**config.mk**
```make
export PLATFORM = sky130hd
export DESIGN_NAME = adcfw_dev_flat
export DESIGN_NICKNAME = d
export VERILOG_FILES = /design/src/rtl/adcfw_pkg.sv /design/src/rtl/adcfw_if.sv /design/src/rtl/adcfw_dev.sv /design/src/flat_wrapper.sv
export VERILOG_INCLUDE_DIRS = /design/src /design/src/rtl
export SDC_FILE = /design/constraint.sdc
export NUM_CORES = 1
export LEC_CHECK = 0
export BUFFER_PORTS_ARGS = -buffer_cell sky130_fd_sc_hd__clkbuf_2
export CORE_MARGIN = 1.5
export CORE_UTILIZATION = 30
export DETAILED_ROUTE_END_ITERATION = 16
export GPL_TIMING_DRIVEN = 0
export SLEW_MARGIN = 20
export SYNTH_ARGS = -nofsm -noshare
export SYNTH_HDL_FRONTEND = slang
export SYNTH_SLANG_ARGS = --single-unit
```
**constraint.sdc**
```tcl
create_clock -name i_sys_clk -period 2 [get_ports i_sys_clk]
set_input_delay 0.3 -clock i_sys_clk [delete_from_list [all_inputs] [get_ports i_sys_clk]]
set_output_delay 0.3 -clock i_sys_clk [all_outputs]
set_load 0.01 [all_outputs]
```
**src/rtl/adcfw_defines.svh**
```systemverilog
/*
 * Shared constants of the four-wire converter readout: widths, times, margins.
 * Assumes a single system clock whose rate is given in MHz below.
 */
`ifndef ADCFW_DEFINES_SVH
`define ADCFW_DEFINES_SVH

`define ADCFW_RESULT_W      18
`define ADCFW_STATUS_W      6
`define ADCFW_SYS_MHZ       250
`define ADCFW_CONV_MIN_NS   200
`define ADCFW_CONV_MAX_NS   280
`define ADCFW_QUIET_READ_NS 20
`define ADCFW_QUIET_NEXT_NS 60
`define ADCFW_SCK_PERIOD_NS 80
`define ADCFW_SYNC_MARGIN   6
`define ADCFW_BUSY_SEL_AT   1
`define ADCFW_TIMER_W       16
`define ADCFW_PULL_LEVEL    1'b1
`define ADCFW_CYC_UP(ns, mhz) ((((ns) * (mhz)) + 999) / 1000)
`define ADCFW_CYC_DN(ns, mhz) (((ns) * (mhz)) / 1000)

`endif

```
**src/rtl/adcfw_pkg.sv**
```systemverilog
/*
 * Types of the four-wire converter readout: state encodings of both ends.
 * Assumes nothing beyond a SystemVerilog compiler.
 */
package adcfw_pkg;

	// Gray along acquire, early conversion, late conversion
	typedef enum logic [1:0] {
		ADCFW_ACQ  = 2'b00,
		ADCFW_CONV = 2'b01,
		ADCFW_LATE = 2'b11
	} adcfw_conv_t;

	// Gray along idle, wait, read, tail
	typedef enum logic [1:0] {
		ADCFW_H_IDLE = 2'b00,
		ADCFW_H_WAIT = 2'b01,
		ADCFW_H_READ = 2'b11,
		ADCFW_H_TAIL = 2'b10
	} adcfw_host_t;

endpackage

```
**src/rtl/adcfw_if.sv**
```systemverilog
/*
 * Link between host and converter: start line, select, serial clock, data.
 * Assumes a pull-up on the data line; the wire level is resolved here.
 */
`timescale 1ns/1ns
`include "adcfw_defines.svh"

interface adcfw_if;
	logic convert_start;
	logic select_in;
	logic sck;
	logic serial_out;
	logic serial_out_oe;
	logic serial_line;

	// Pull-up holds the line high while the converter floats it
	assign serial_line = serial_out_oe ? serial_out : `ADCFW_PULL_LEVEL;

	modport dev (
		input  convert_start,
		input  select_in,
		input  sck,
		output serial_out,
		output serial_out_oe
	);

	modport host (
		output convert_start,
		output select_in,
		output sck,
		input  serial_line
	);
endinterface // adcfw_if

```
**src/rtl/adcfw_dev.sv**
```systemverilog
/*
 * Converter end of the four-wire readout: conversion timing, result hold,
 * serial shifter with chip-select, turbo and busy-indicator behaviour.
 * Assumes link pins are asynchronous to i_sys_clk and are resynchronised;
 * the sampled result and status words come from the converter core.
 */
`timescale 1ns/1ns
`include "adcfw_defines.svh"

// How it works
// - Host holds select high at start rise
// - Host keeps start high through conversion, readback
// - Turbo host waits quiet time before select
// - Turbo readout gives previous conversion result
// - Conversion end enters acquisition, powers down
// - Select falling presents result MSB at once
// - Result MSB first, one bit per fall
// - Status bits on falls 18 to 23, 19 to 24 in busy mode
// - Each bit stable across both clock edges
// - Turbo floats after last fall or start
// - Host leaves quiet time before next start
// - Start rise begins conversion, floats output
// - Host clears turbo setting for other modes
// - No-busy host returns select high early
// - Host keeps serial clock still during conversion; turbo host clocks the readout during it
// - No-busy floats after last fall or select
// - Host selects one device at a time
// - Busy host holds select low through conversion
// - Busy mode drives output low at completion
// - Busy floats after extra fall or start
// - Host enables turbo by a configuration write

module adcfw_dev
	import adcfw_pkg::*;
#(
	parameter int RESULT_W    = `ADCFW_RESULT_W,
	parameter int STATUS_W    = `ADCFW_STATUS_W,
	parameter int SYS_MHZ     = `ADCFW_SYS_MHZ,
	parameter int CONV_MIN_NS = `ADCFW_CONV_MIN_NS,
	parameter int CONV_MAX_NS = `ADCFW_CONV_MAX_NS
) (
	input  wire logic                i_sys_clk,
	input  wire logic                i_rst_n,
	input  wire logic                i_turbo,
	input  wire logic                i_status_en,
	input  wire logic [RESULT_W-1:0] i_sample,
	input  wire logic [STATUS_W-1:0] i_status,
	output logic                     o_converting,
	output logic                     o_powered_down,
	adcfw_if.dev                     link
);

	// ************************************************************
	// Derived sizes and times
	// ************************************************************
	localparam int TOTAL    = RESULT_W + STATUS_W;
	localparam int BIT_W    = $clog2(TOTAL + 1);
	localparam int MIN_CYC  = `ADCFW_CYC_UP(CONV_MIN_NS, SYS_MHZ);
	localparam int DONE_CYC = `ADCFW_CYC_DN(CONV_MAX_NS, SYS_MHZ);
	localparam int CNT_W    = $clog2(DONE_CYC + 1);

	localparam logic [CNT_W-1:0] MIN_AT   = CNT_W'(MIN_CYC - 1);
	localparam logic [CNT_W-1:0] DONE_AT  = CNT_W'(DONE_CYC - 1);
	localparam logic [BIT_W-1:0] LEN_FULL = BIT_W'(TOTAL);
	localparam logic [BIT_W-1:0] LEN_RES  = BIT_W'(RESULT_W);

	if (RESULT_W < 2 || STATUS_W < 1 || MIN_CYC < 1 || DONE_CYC <= MIN_CYC) begin : g_bad
		$error("adcfw_dev: widths or conversion times unusable");
	end

	// ************************************************************
	// Pin synchronisers and edge detection
	// ************************************************************
	logic [2:0] start_sync;
	logic [2:0] sel_sync;
	logic [2:0] sck_sync;

	always_ff @(posedge i_sys_clk) begin
		if (!i_rst_n) begin
			start_sync <= 3'h0;
			sel_sync   <= 3'h7;
			sck_sync   <= 3'h0;
		end else begin
			start_sync <= {start_sync[1:0], link.convert_start};
			sel_sync   <= {sel_sync[1:0], link.select_in};
			sck_sync   <= {sck_sync[1:0], link.sck};
		end
	end

	logic start_rise;
	logic sel_q;
	logic sel_fall;
	logic sel_rise;
	logic sck_fall;

	assign start_rise = start_sync[1] & ~start_sync[2];
	assign sel_q      = sel_sync[1];
	assign sel_fall   = ~sel_sync[1] & sel_sync[2];
	assign sel_rise   = sel_sync[1] & ~sel_sync[2];
	assign sck_fall   = ~sck_sync[1] & sck_sync[2];

	// ************************************************************
	// Conversion timing and result hold
	// ************************************************************
	adcfw_conv_t         conv_state;
	adcfw_conv_t         next_conv_state;
	logic [CNT_W-1:0]    conv_cnt;
	logic [CNT_W-1:0]    next_conv_cnt;
	logic                busy_sel;
	logic                next_busy_sel;
	logic [RESULT_W-1:0] result;
	logic [RESULT_W-1:0] next_result;
	logic [STATUS_W-1:0] status_hold;
	logic [STATUS_W-1:0] next_status_hold;
	logic                next_converting;
	logic                conv_done;

	assign conv_done = (conv_state == ADCFW_LATE) && (conv_cnt == DONE_AT);

	always_comb begin
		next_conv_state  = conv_state;
		next_conv_cnt    = conv_cnt;
		next_busy_sel    = busy_sel;
		next_result      = result;
		next_status_hold = status_hold;
		case (conv_state)
			ADCFW_ACQ: begin
				if (start_rise) begin
					next_conv_state = ADCFW_CONV;
					next_conv_cnt   = '0;
					next_busy_sel   = 1'b0;
				end
			end
			ADCFW_CONV: begin
				next_conv_cnt = conv_cnt + 1'b1;
				if (conv_cnt == MIN_AT) begin
					next_conv_state = ADCFW_LATE;
					// Select low at this point asks for the busy indicator
					next_busy_sel   = ~i_turbo & ~sel_q;
				end
			end
			ADCFW_LATE: begin
				next_conv_cnt = conv_cnt + 1'b1;
				if (conv_done) begin
					// Back to acquisition; core powers down meanwhile
					next_conv_state  = ADCFW_ACQ;
					next_result      = i_sample;
					next_status_hold = i_status;
				end
			end
			default: begin
				next_conv_state = ADCFW_ACQ;
			end
		endcase
		next_converting = (next_conv_state != ADCFW_ACQ);
	end

	always_ff @(posedge i_sys_clk) begin
		if (!i_rst_n) begin
			conv_state     <= ADCFW_ACQ;
			conv_cnt       <= '0;
			busy_sel       <= 1'b0;
			result         <= '0;
			status_hold    <= '0;
			o_converting   <= 1'b0;
			o_powered_down <= 1'b1;
		end else begin
			conv_state     <= next_conv_state;
			conv_cnt       <= next_conv_cnt;
			busy_sel       <= next_busy_sel;
			result         <= next_result;
			status_hold    <= next_status_hold;
			o_converting   <= next_converting;
			o_powered_down <= ~next_converting;
		end
	end

	// ************************************************************
	// Serial shifter and output drive
	// ************************************************************
	logic [TOTAL-1:0] shift;
	logic [TOTAL-1:0] next_shift;
	logic [BIT_W-1:0] bit_cnt;
	logic [BIT_W-1:0] next_bit_cnt;
	logic             dout;
	logic             next_dout;
	logic             oe;
	logic             next_oe;
	logic [TOTAL-1:0] held_stream;
	logic [TOTAL-1:0] fresh_stream;
	logic [BIT_W-1:0] len;

	// Status bits ride behind the result only when enabled
	assign held_stream  = {result, i_status_en ? status_hold : {STATUS_W{1'b0}}};
	assign fresh_stream = {i_sample, i_status_en ? i_status : {STATUS_W{1'b0}}};
	assign len          = i_status_en ? LEN_FULL : LEN_RES;

	always_comb begin
		next_shift   = shift;
		next_bit_cnt = bit_cnt;
		next_dout    = dout;
		next_oe      = oe;
		if (start_rise) begin
			next_oe = 1'b0;
		end else if (conv_done && busy_sel) begin
			// Low level on the pulled-up line acts as the host interrupt
			next_oe      = 1'b1;
			next_dout    = 1'b0;
			next_shift   = fresh_stream;
			next_bit_cnt = '0;
		end else if (sel_fall && !busy_sel && (i_turbo || conv_state == ADCFW_ACQ)) begin
			// In turbo the held word is still the previous conversion
			next_oe      = 1'b1;
			next_dout    = held_stream[TOTAL-1];
			next_shift   = {held_stream[TOTAL-2:0], 1'b0};
			next_bit_cnt = BIT_W'(1);
		end else if (sel_rise && !i_turbo && !busy_sel) begin
			next_oe = 1'b0;
		end else if (sck_fall && oe) begin
			if (bit_cnt == len) begin
				next_oe = 1'b0;
			end else begin
				// Data moves only on a falling edge, so it spans both edges
				next_dout    = shift[TOTAL-1];
				next_shift   = {shift[TOTAL-2:0], 1'b0};
				next_bit_cnt = bit_cnt + 1'b1;
			end
		end
	end

	always_ff @(posedge i_sys_clk) begin
		if (!i_rst_n) begin
			shift   <= '0;
			bit_cnt <= '0;
			dout    <= 1'b0;
			oe      <= 1'b0;
		end else begin
			shift   <= next_shift;
			bit_cnt <= next_bit_cnt;
			dout    <= next_dout;
			oe      <= next_oe;
		end
	end

	assign link.serial_out    = dout;
	assign link.serial_out_oe = oe;

endmodule // adcfw_dev

```
**src/flat_wrapper.sv**
```systemverilog
// flat-port wrapper written by rule: the top's interface ports become plain ports
module adcfw_dev_flat import adcfw_pkg::*;
#(
	parameter int RESULT_W    = `ADCFW_RESULT_W,
	parameter int STATUS_W    = `ADCFW_STATUS_W,
	parameter int SYS_MHZ     = `ADCFW_SYS_MHZ,
	parameter int CONV_MIN_NS = `ADCFW_CONV_MIN_NS,
	parameter int CONV_MAX_NS = `ADCFW_CONV_MAX_NS
)
  (i_sys_clk, i_rst_n, i_turbo, i_status_en, i_sample, i_status, o_converting, o_powered_down, link_convert_start, link_select_in, link_sck, link_serial_out, link_serial_out_oe);
  adcfw_if link_i ();
  input  wire logic i_sys_clk;
  input  wire logic i_rst_n;
  input  wire logic i_turbo;
  input  wire logic i_status_en;
  input  wire logic [RESULT_W-1:0] i_sample;
  input  wire logic [STATUS_W-1:0] i_status;
  output logic o_converting;
  output logic o_powered_down;
  input wire logic [$bits(link_i.convert_start)-1:0] link_convert_start;
  input wire logic [$bits(link_i.select_in)-1:0] link_select_in;
  input wire logic [$bits(link_i.sck)-1:0] link_sck;
  output wire logic [$bits(link_i.serial_out)-1:0] link_serial_out;
  output wire logic [$bits(link_i.serial_out_oe)-1:0] link_serial_out_oe;
  assign link_i.convert_start = link_convert_start;
  assign link_i.select_in = link_select_in;
  assign link_i.sck = link_sck;
  assign link_serial_out = link_i.serial_out;
  assign link_serial_out_oe = link_i.serial_out_oe;
  adcfw_dev #(.RESULT_W(RESULT_W), .STATUS_W(STATUS_W), .SYS_MHZ(SYS_MHZ), .CONV_MIN_NS(CONV_MIN_NS), .CONV_MAX_NS(CONV_MAX_NS)) u_core (.i_sys_clk(i_sys_clk), .i_rst_n(i_rst_n), .i_turbo(i_turbo), .i_status_en(i_status_en), .i_sample(i_sample), .i_status(i_status), .o_converting(o_converting), .o_powered_down(o_powered_down), .link(link_i));
endmodule
```
Word level (Yosys, flattened, before mapping)
Cells that the tools add are included.

Bitwise operators: 13. Add/subtract/negate cells: 2. Equal/unequal tests: 9. Reduce and logical (&&, ||, !) cells: 24. Multiplexer cells: 32.

Operators by type and width (count): 24-bit 2-to-1 mux (5); 5-bit 2-to-1 mux (5); 7-bit one-hot mux with 2 select lines (1); 1-bit 2-to-1 mux (12); 6-bit 2-to-1 mux (2); 1-bit inverter (8); 4-bit nonzero test (2); 7-bit by 1-bit adder with 7-bit output (second input constant) (1); 7-bit by 6-bit == test with 1-bit output (second input constant) (1); 7-bit == test (second input constant) (1); 1-bit logical AND (7); 7-bit 2-to-1 mux (1); 2-bit 2-to-1 mux (3); 3-bit by 1-bit inequality test with 1-bit output (second input constant) (2); 2-bit one-hot mux with 3 select lines (1); 2-bit AND reduction (3); 2-bit nonzero test (3); 5-bit by 1-bit adder with 5-bit output (second input constant) (1); 1-bit AND (5); 5-bit == test (1); 4-bit 2-to-1 mux (1); 2-bit by 1-bit inequality test with 1-bit output (second input constant) (2); 4-bit AND reduction (1); 2-bit OR reduction (2); 8 further kinds (9).

Bits of input ports: 31. Register bits: 76. Output and inout port bits: 4. Logic and storage cells: 94.

Logic depth before layout (Yosys ltp)
Word-level depth: 7. Mapped depth: 10. Gate-level depth less buffers: 7.

Worst setup path before layout
OpenSTA, ideal clock, no wires.

Path type: flip-flop to flip-flop. Start point: register u_core.conv_cnt[1]. End point: register u_core.shift[20]. Period minus slack after synthesis: 1.998 ns. Data arrival time: 1.882 ns. Cell stages (with the launch flop): 10. Path slack: 0.002 ns. Path buffers: 2. Setup time: 0.116 ns. Required time: 1.884 ns. Path through: dfxtp_1 inv_1 ha_1 and4b_4 and3_4 buf_6 a211oi_4 buf_2 a2111oi_0 a31o_1.

Word-level cells in the longest chain between the ends: 5. Elaborated cells between the ends (all ways): 8. Those cells by class: eq/ne (3); mux (1); reduce/logical (4).

Ends and longest elaborated chain: start, declared (line adcfw_dev.sv:107) `logic [CNT_W-1:0] conv_cnt;`; start signal, assigned (line adcfw_dev.sv:169) `conv_cnt <= next_conv_cnt;`; 7-bit == test * (line adcfw_dev.sv:118) `assign conv_done = (conv_state == ADCFW_LATE) && (conv_cnt == DONE_AT);`; 1-bit logical AND * (line adcfw_dev.sv:118); 1-bit logical AND * (line adcfw_dev.sv:205) `end else if (conv_done && busy_sel) begin`; 3-bit by 1-bit inequality test with 1-bit output (no line) / 3-bit nonzero test (equally long branches); 4-bit AND reduction (no line); end signal, assigned (line adcfw_dev.sv:238) `shift <= next_shift;`; end, declared (line adcfw_dev.sv:181) `logic [TOTAL-1:0] shift;`.

Every way passes the cells marked *; elsewhere a longest branch is shown, timed or not. A chain may end at the register's enable or synchronous reset.

Final worst setup path
Start point: register u_core.conv_cnt[1]. End point: register u_core.shift[10].

Same word-level chain as after synthesis.

==> results.cfg <==
[setup_path]
r2r-start = u_core.conv_cnt[1]
path_cells = inv_1, ha_2, and4b_4, and3_4, a211oi_4, buf_4, buf_6, a2111oi_0, a31o_1
start_kind = flop
reg2reg_to = u_core.shift[10]
critPathKind = flop to flop
cp-startpoint = u_core.conv_cnt[1]
crit_slowest_cell = a2111oi_0
cp-end-kind = flop
cp.required_ps = 2280
critPathMaxStageDelay_ps = 380
worst_ep_arrival_time_ps = 2270
worstRegToRegCells = 9
r2r_slack_ps = 3
worst-path-buf-inv = 3
crit_fanout = 10
crit_family = compound AO/OA/AOI/OAI gates

[final_layout]
fin_util_pct = 39.0
n_fill_cell = 1177
area_growth_pct = 26.9
multiInputGateArea_um2 = 1960
diodes = 0
drive_gt1_share_pct = 22.6
seq_area_um2 = 1530
fin_nets = 471

[sta]
clock.fmax_mhz = 501
post-route-period-util_pct = 99.8
setup_slack_ps = 3.14
hold_viol = 0
setup_viol_count_final = 0
relSlewSlack_pct = 59.7
worst_pin_slew_ps = 604
slew_viol_final = 0
rsz0062_at_grt = true
fin_crit_ps = 2000
tns_ps = 0
fin_skew_ps = 6.99

[min_path]
holdPathEnd = u_core.sel_sync[0]
hold_start = link_select_in
hold_path_class = input port to flop
worstHoldPathCells = 2

[clocking]
cts_max_path_buffers = 2
clk_pin_slew_ps = 60
cts.sinks = 76
cts_tree = yes
clock_latency_ps = 330
cts_buffers = 9
ctsHtreeMaxLevel = 3
cts_root_buf = clkbuf_16

[routing]
drt_first_pass_iters = 4
vias = 3126
drt_iter0_drc = 158
drc_errors = 0
wl_per_cell_um = 16.3
drt-total-wl_mm = 9.51
vias_per_cell = 5.34
postRouteAntennaNets = 0

[power_and_ir_drop]
comb_power_share_pct = 6.6
power.switching_mw = 0.779
p_seq_share_pct = 41.9
p_per_area_nw_per_um2 = 829
p_leak_nw = 1.60
swShare_pct = 21.1
ir_worst_vdd_mv = 0.436
p_int_mw = 2.91
p_clk_share_pct = 51.5

[global_routing]
grt_pass1_wl_mm = 15.7
grt_usage_pct = 15.7
use_met2_pct = 26.6
antenna_found_initial = 0
grt_overflow_total = 0
grt-busiest-layer = met2
grt_use_met3_pct = 3.55
grt_pass1_vias = 3129
use_met1_pct = 20.0
grt_max_degree = 13

[logic_synthesis]
synth_flop_cell = dfxtp_1
synth_area_um2 = 3510
ys_warn_count = 0
synth_seq_cells = 76
ys_seq_area_share_pct = 43.4
synth-edff-count = 0
syn_nets = 424
synth.distinct_cells = 53
syn_inst = 390
avgSynthCellArea_um2 = 8.99
async_flop_share_pct = 0

[placement]
place.gp.congestion = 0.822
portBuffers = 33
place_ws_ps = -351
hpwl_mm = 6.47

[run_status]
status = finished clean

[floorplan]
fp.dieH_um = 111
start_util_pct = 30.7
core_um2 = 11400
rows = 39
dieArea_um2 = 12300
die_w_um = 111
ios = 35

[job]
cap_violations = 0
layout make-up:
type | instances | share of cell area (%)
flip-flops and latches | 76 | 34.3
well taps | 143 | 4.02
clock inverters | 4 | 2.14
repair buffers | 38 | 4.55
plain buffers | 32 | 4.64
inverters | 7 | 0.590
clock buffers | 12 | 5.76
multi-input cells | 273 | 44.0
cells by family (layout without fill, tap and decap cells):
group	after synthesis	count (layout)	share of synthesized area, %
compound gates	131	131	26.7
simple gates	119	119	17.4
flops	76	76	43.4
buf+inv	41	93	5.82
mux	18	18	5.14
fa+ha+maj	3	3	1.07
xor+xnor	2	2	0.500
state kept, by name, indices dropped and copies added (netlist names):
name	cells
u_core.bit_cnt	5
u_core.busy_sel	1
u_core.conv_cnt	7
u_core.conv_state	2
u_core.link.serial_out	1
u_core.link.serial_out_oe	1
u_core.o_converting	1
u_core.o_powered_down	1
u_core.result	18
u_core.sck_sync	3
u_core.sel_sync	3
u_core.shift	24
u_core.start_sync	3
u_core.status_hold	6
power by group through the flow:
stage          Clock, mW  Sequential (mW)  Combinational (mW)
2_1_floorplan          0             1.58               0.123
3_3_place_gp           0             1.58               0.207
3_5_place_dp           0             1.58               0.212
4_1_cts             1.94             1.55               0.225
5_1_grt             2.01             1.55               0.267
6_report            1.90             1.55               0.243
cell usage after synthesis, drive strengths merged, types with 3 or more instances:
cell / n / area share (%)
a2111oi: 19 / 4.7
a211oi: 4 / 1.2
a21oi: 31 / 4.4
a22o: 9 / 2.2
a31o: 21 / 5.2
a31oi: 4 / 0.71
and2: 9 / 1.6
and3: 3 / 0.68
buf: 13 / 2.8
clkbuf: 21 / 2.2
dfxtp: 76 / 43
ha: 3 / 1.1
inv: 6 / 0.64
mux2i: 18 / 5.1
nand2: 62 / 6.6
nand2b: 6 / 1.1
nand3: 6 / 0.86
nand4: 3 / 0.54
nor2: 10 / 1.3
nor3b: 3 / 0.64
o211a: 4 / 1.1
o211ai: 3 / 0.64
o21ai: 22 / 3.1
o21bai: 5 / 1.1
metal layers:
| metal | vias up | share of wire [%] |
|---|---|---|
| met4 | 0 | 1.2 |
| met5 | - | 0 |
| li1 | 1535 | - |
| met3 | 7 | 3.0 |
| met1 | 1528 | 47 |
| met2 | 56 | 49 |
timing repair:
item	in CTS	in global routing
resized for setup	27	46
setup buffers	4	1
hold buffers	0	0
pin swaps	1	1
endpoints found under the setup margin	50	44
gates cloned	0	0
through the flow:
step	cell area [µm²]	cells	power (mW)	hold slack [ps]
global placement	3850	566	1.79	392
detailed placement	3850	566	1.79	399
floorplan	3510	390	1.70	386
global route	4450	585	3.82	159
finish	4450	585	3.69	154
CTS	4290	585	3.71	142
cells in the final DEF, fill, tap and decap left out, types with 3 or more instances in the layout:
master     instances
nor2_1             9
o21ai_1            7
clkbuf_16          9
buf_4              9
nand2_1           62
nand4_1            3
nand2b_1           5
nand3_1            6
clkbuf_2          36
and2_1             8
mux2i_1           16
buf_6              6
o21ai_0           15
a211oi_1           3
o211ai_1           3
a2111oi_4          6
a2111oi_1          3
a2111oi_2          5
a2111oi_0          5
buf_2              3
o21bai_1           5
a22o_1             9
dfxtp_1           73
nor3b_1            3
bufinv_16          3
o211a_1            4
dfxtp_2            3
a31o_1            21
clkbuf_1          14
a31oi_1            4
inv_1              6
a21oi_1           30
how the worst max path moves through the flow:
| stage | endpoint | slack (ps) | cells past startpoint |
|---|---|---|---|
| floorplan | u_core.shift[20] | 2 | 9 |
| global placement | u_core.shift[22] | -270 | 9 |
| detailed placement | u_core.shift[18] | -350 | 8 |
| CTS | u_core.shift[15] | -2 | 8 |
| global route | u_core.shift[9] | -60 | 9 |
| finish | u_core.shift[10] | 3 | 9 |
No activity file was read; power rests on OpenSTA's default activity.
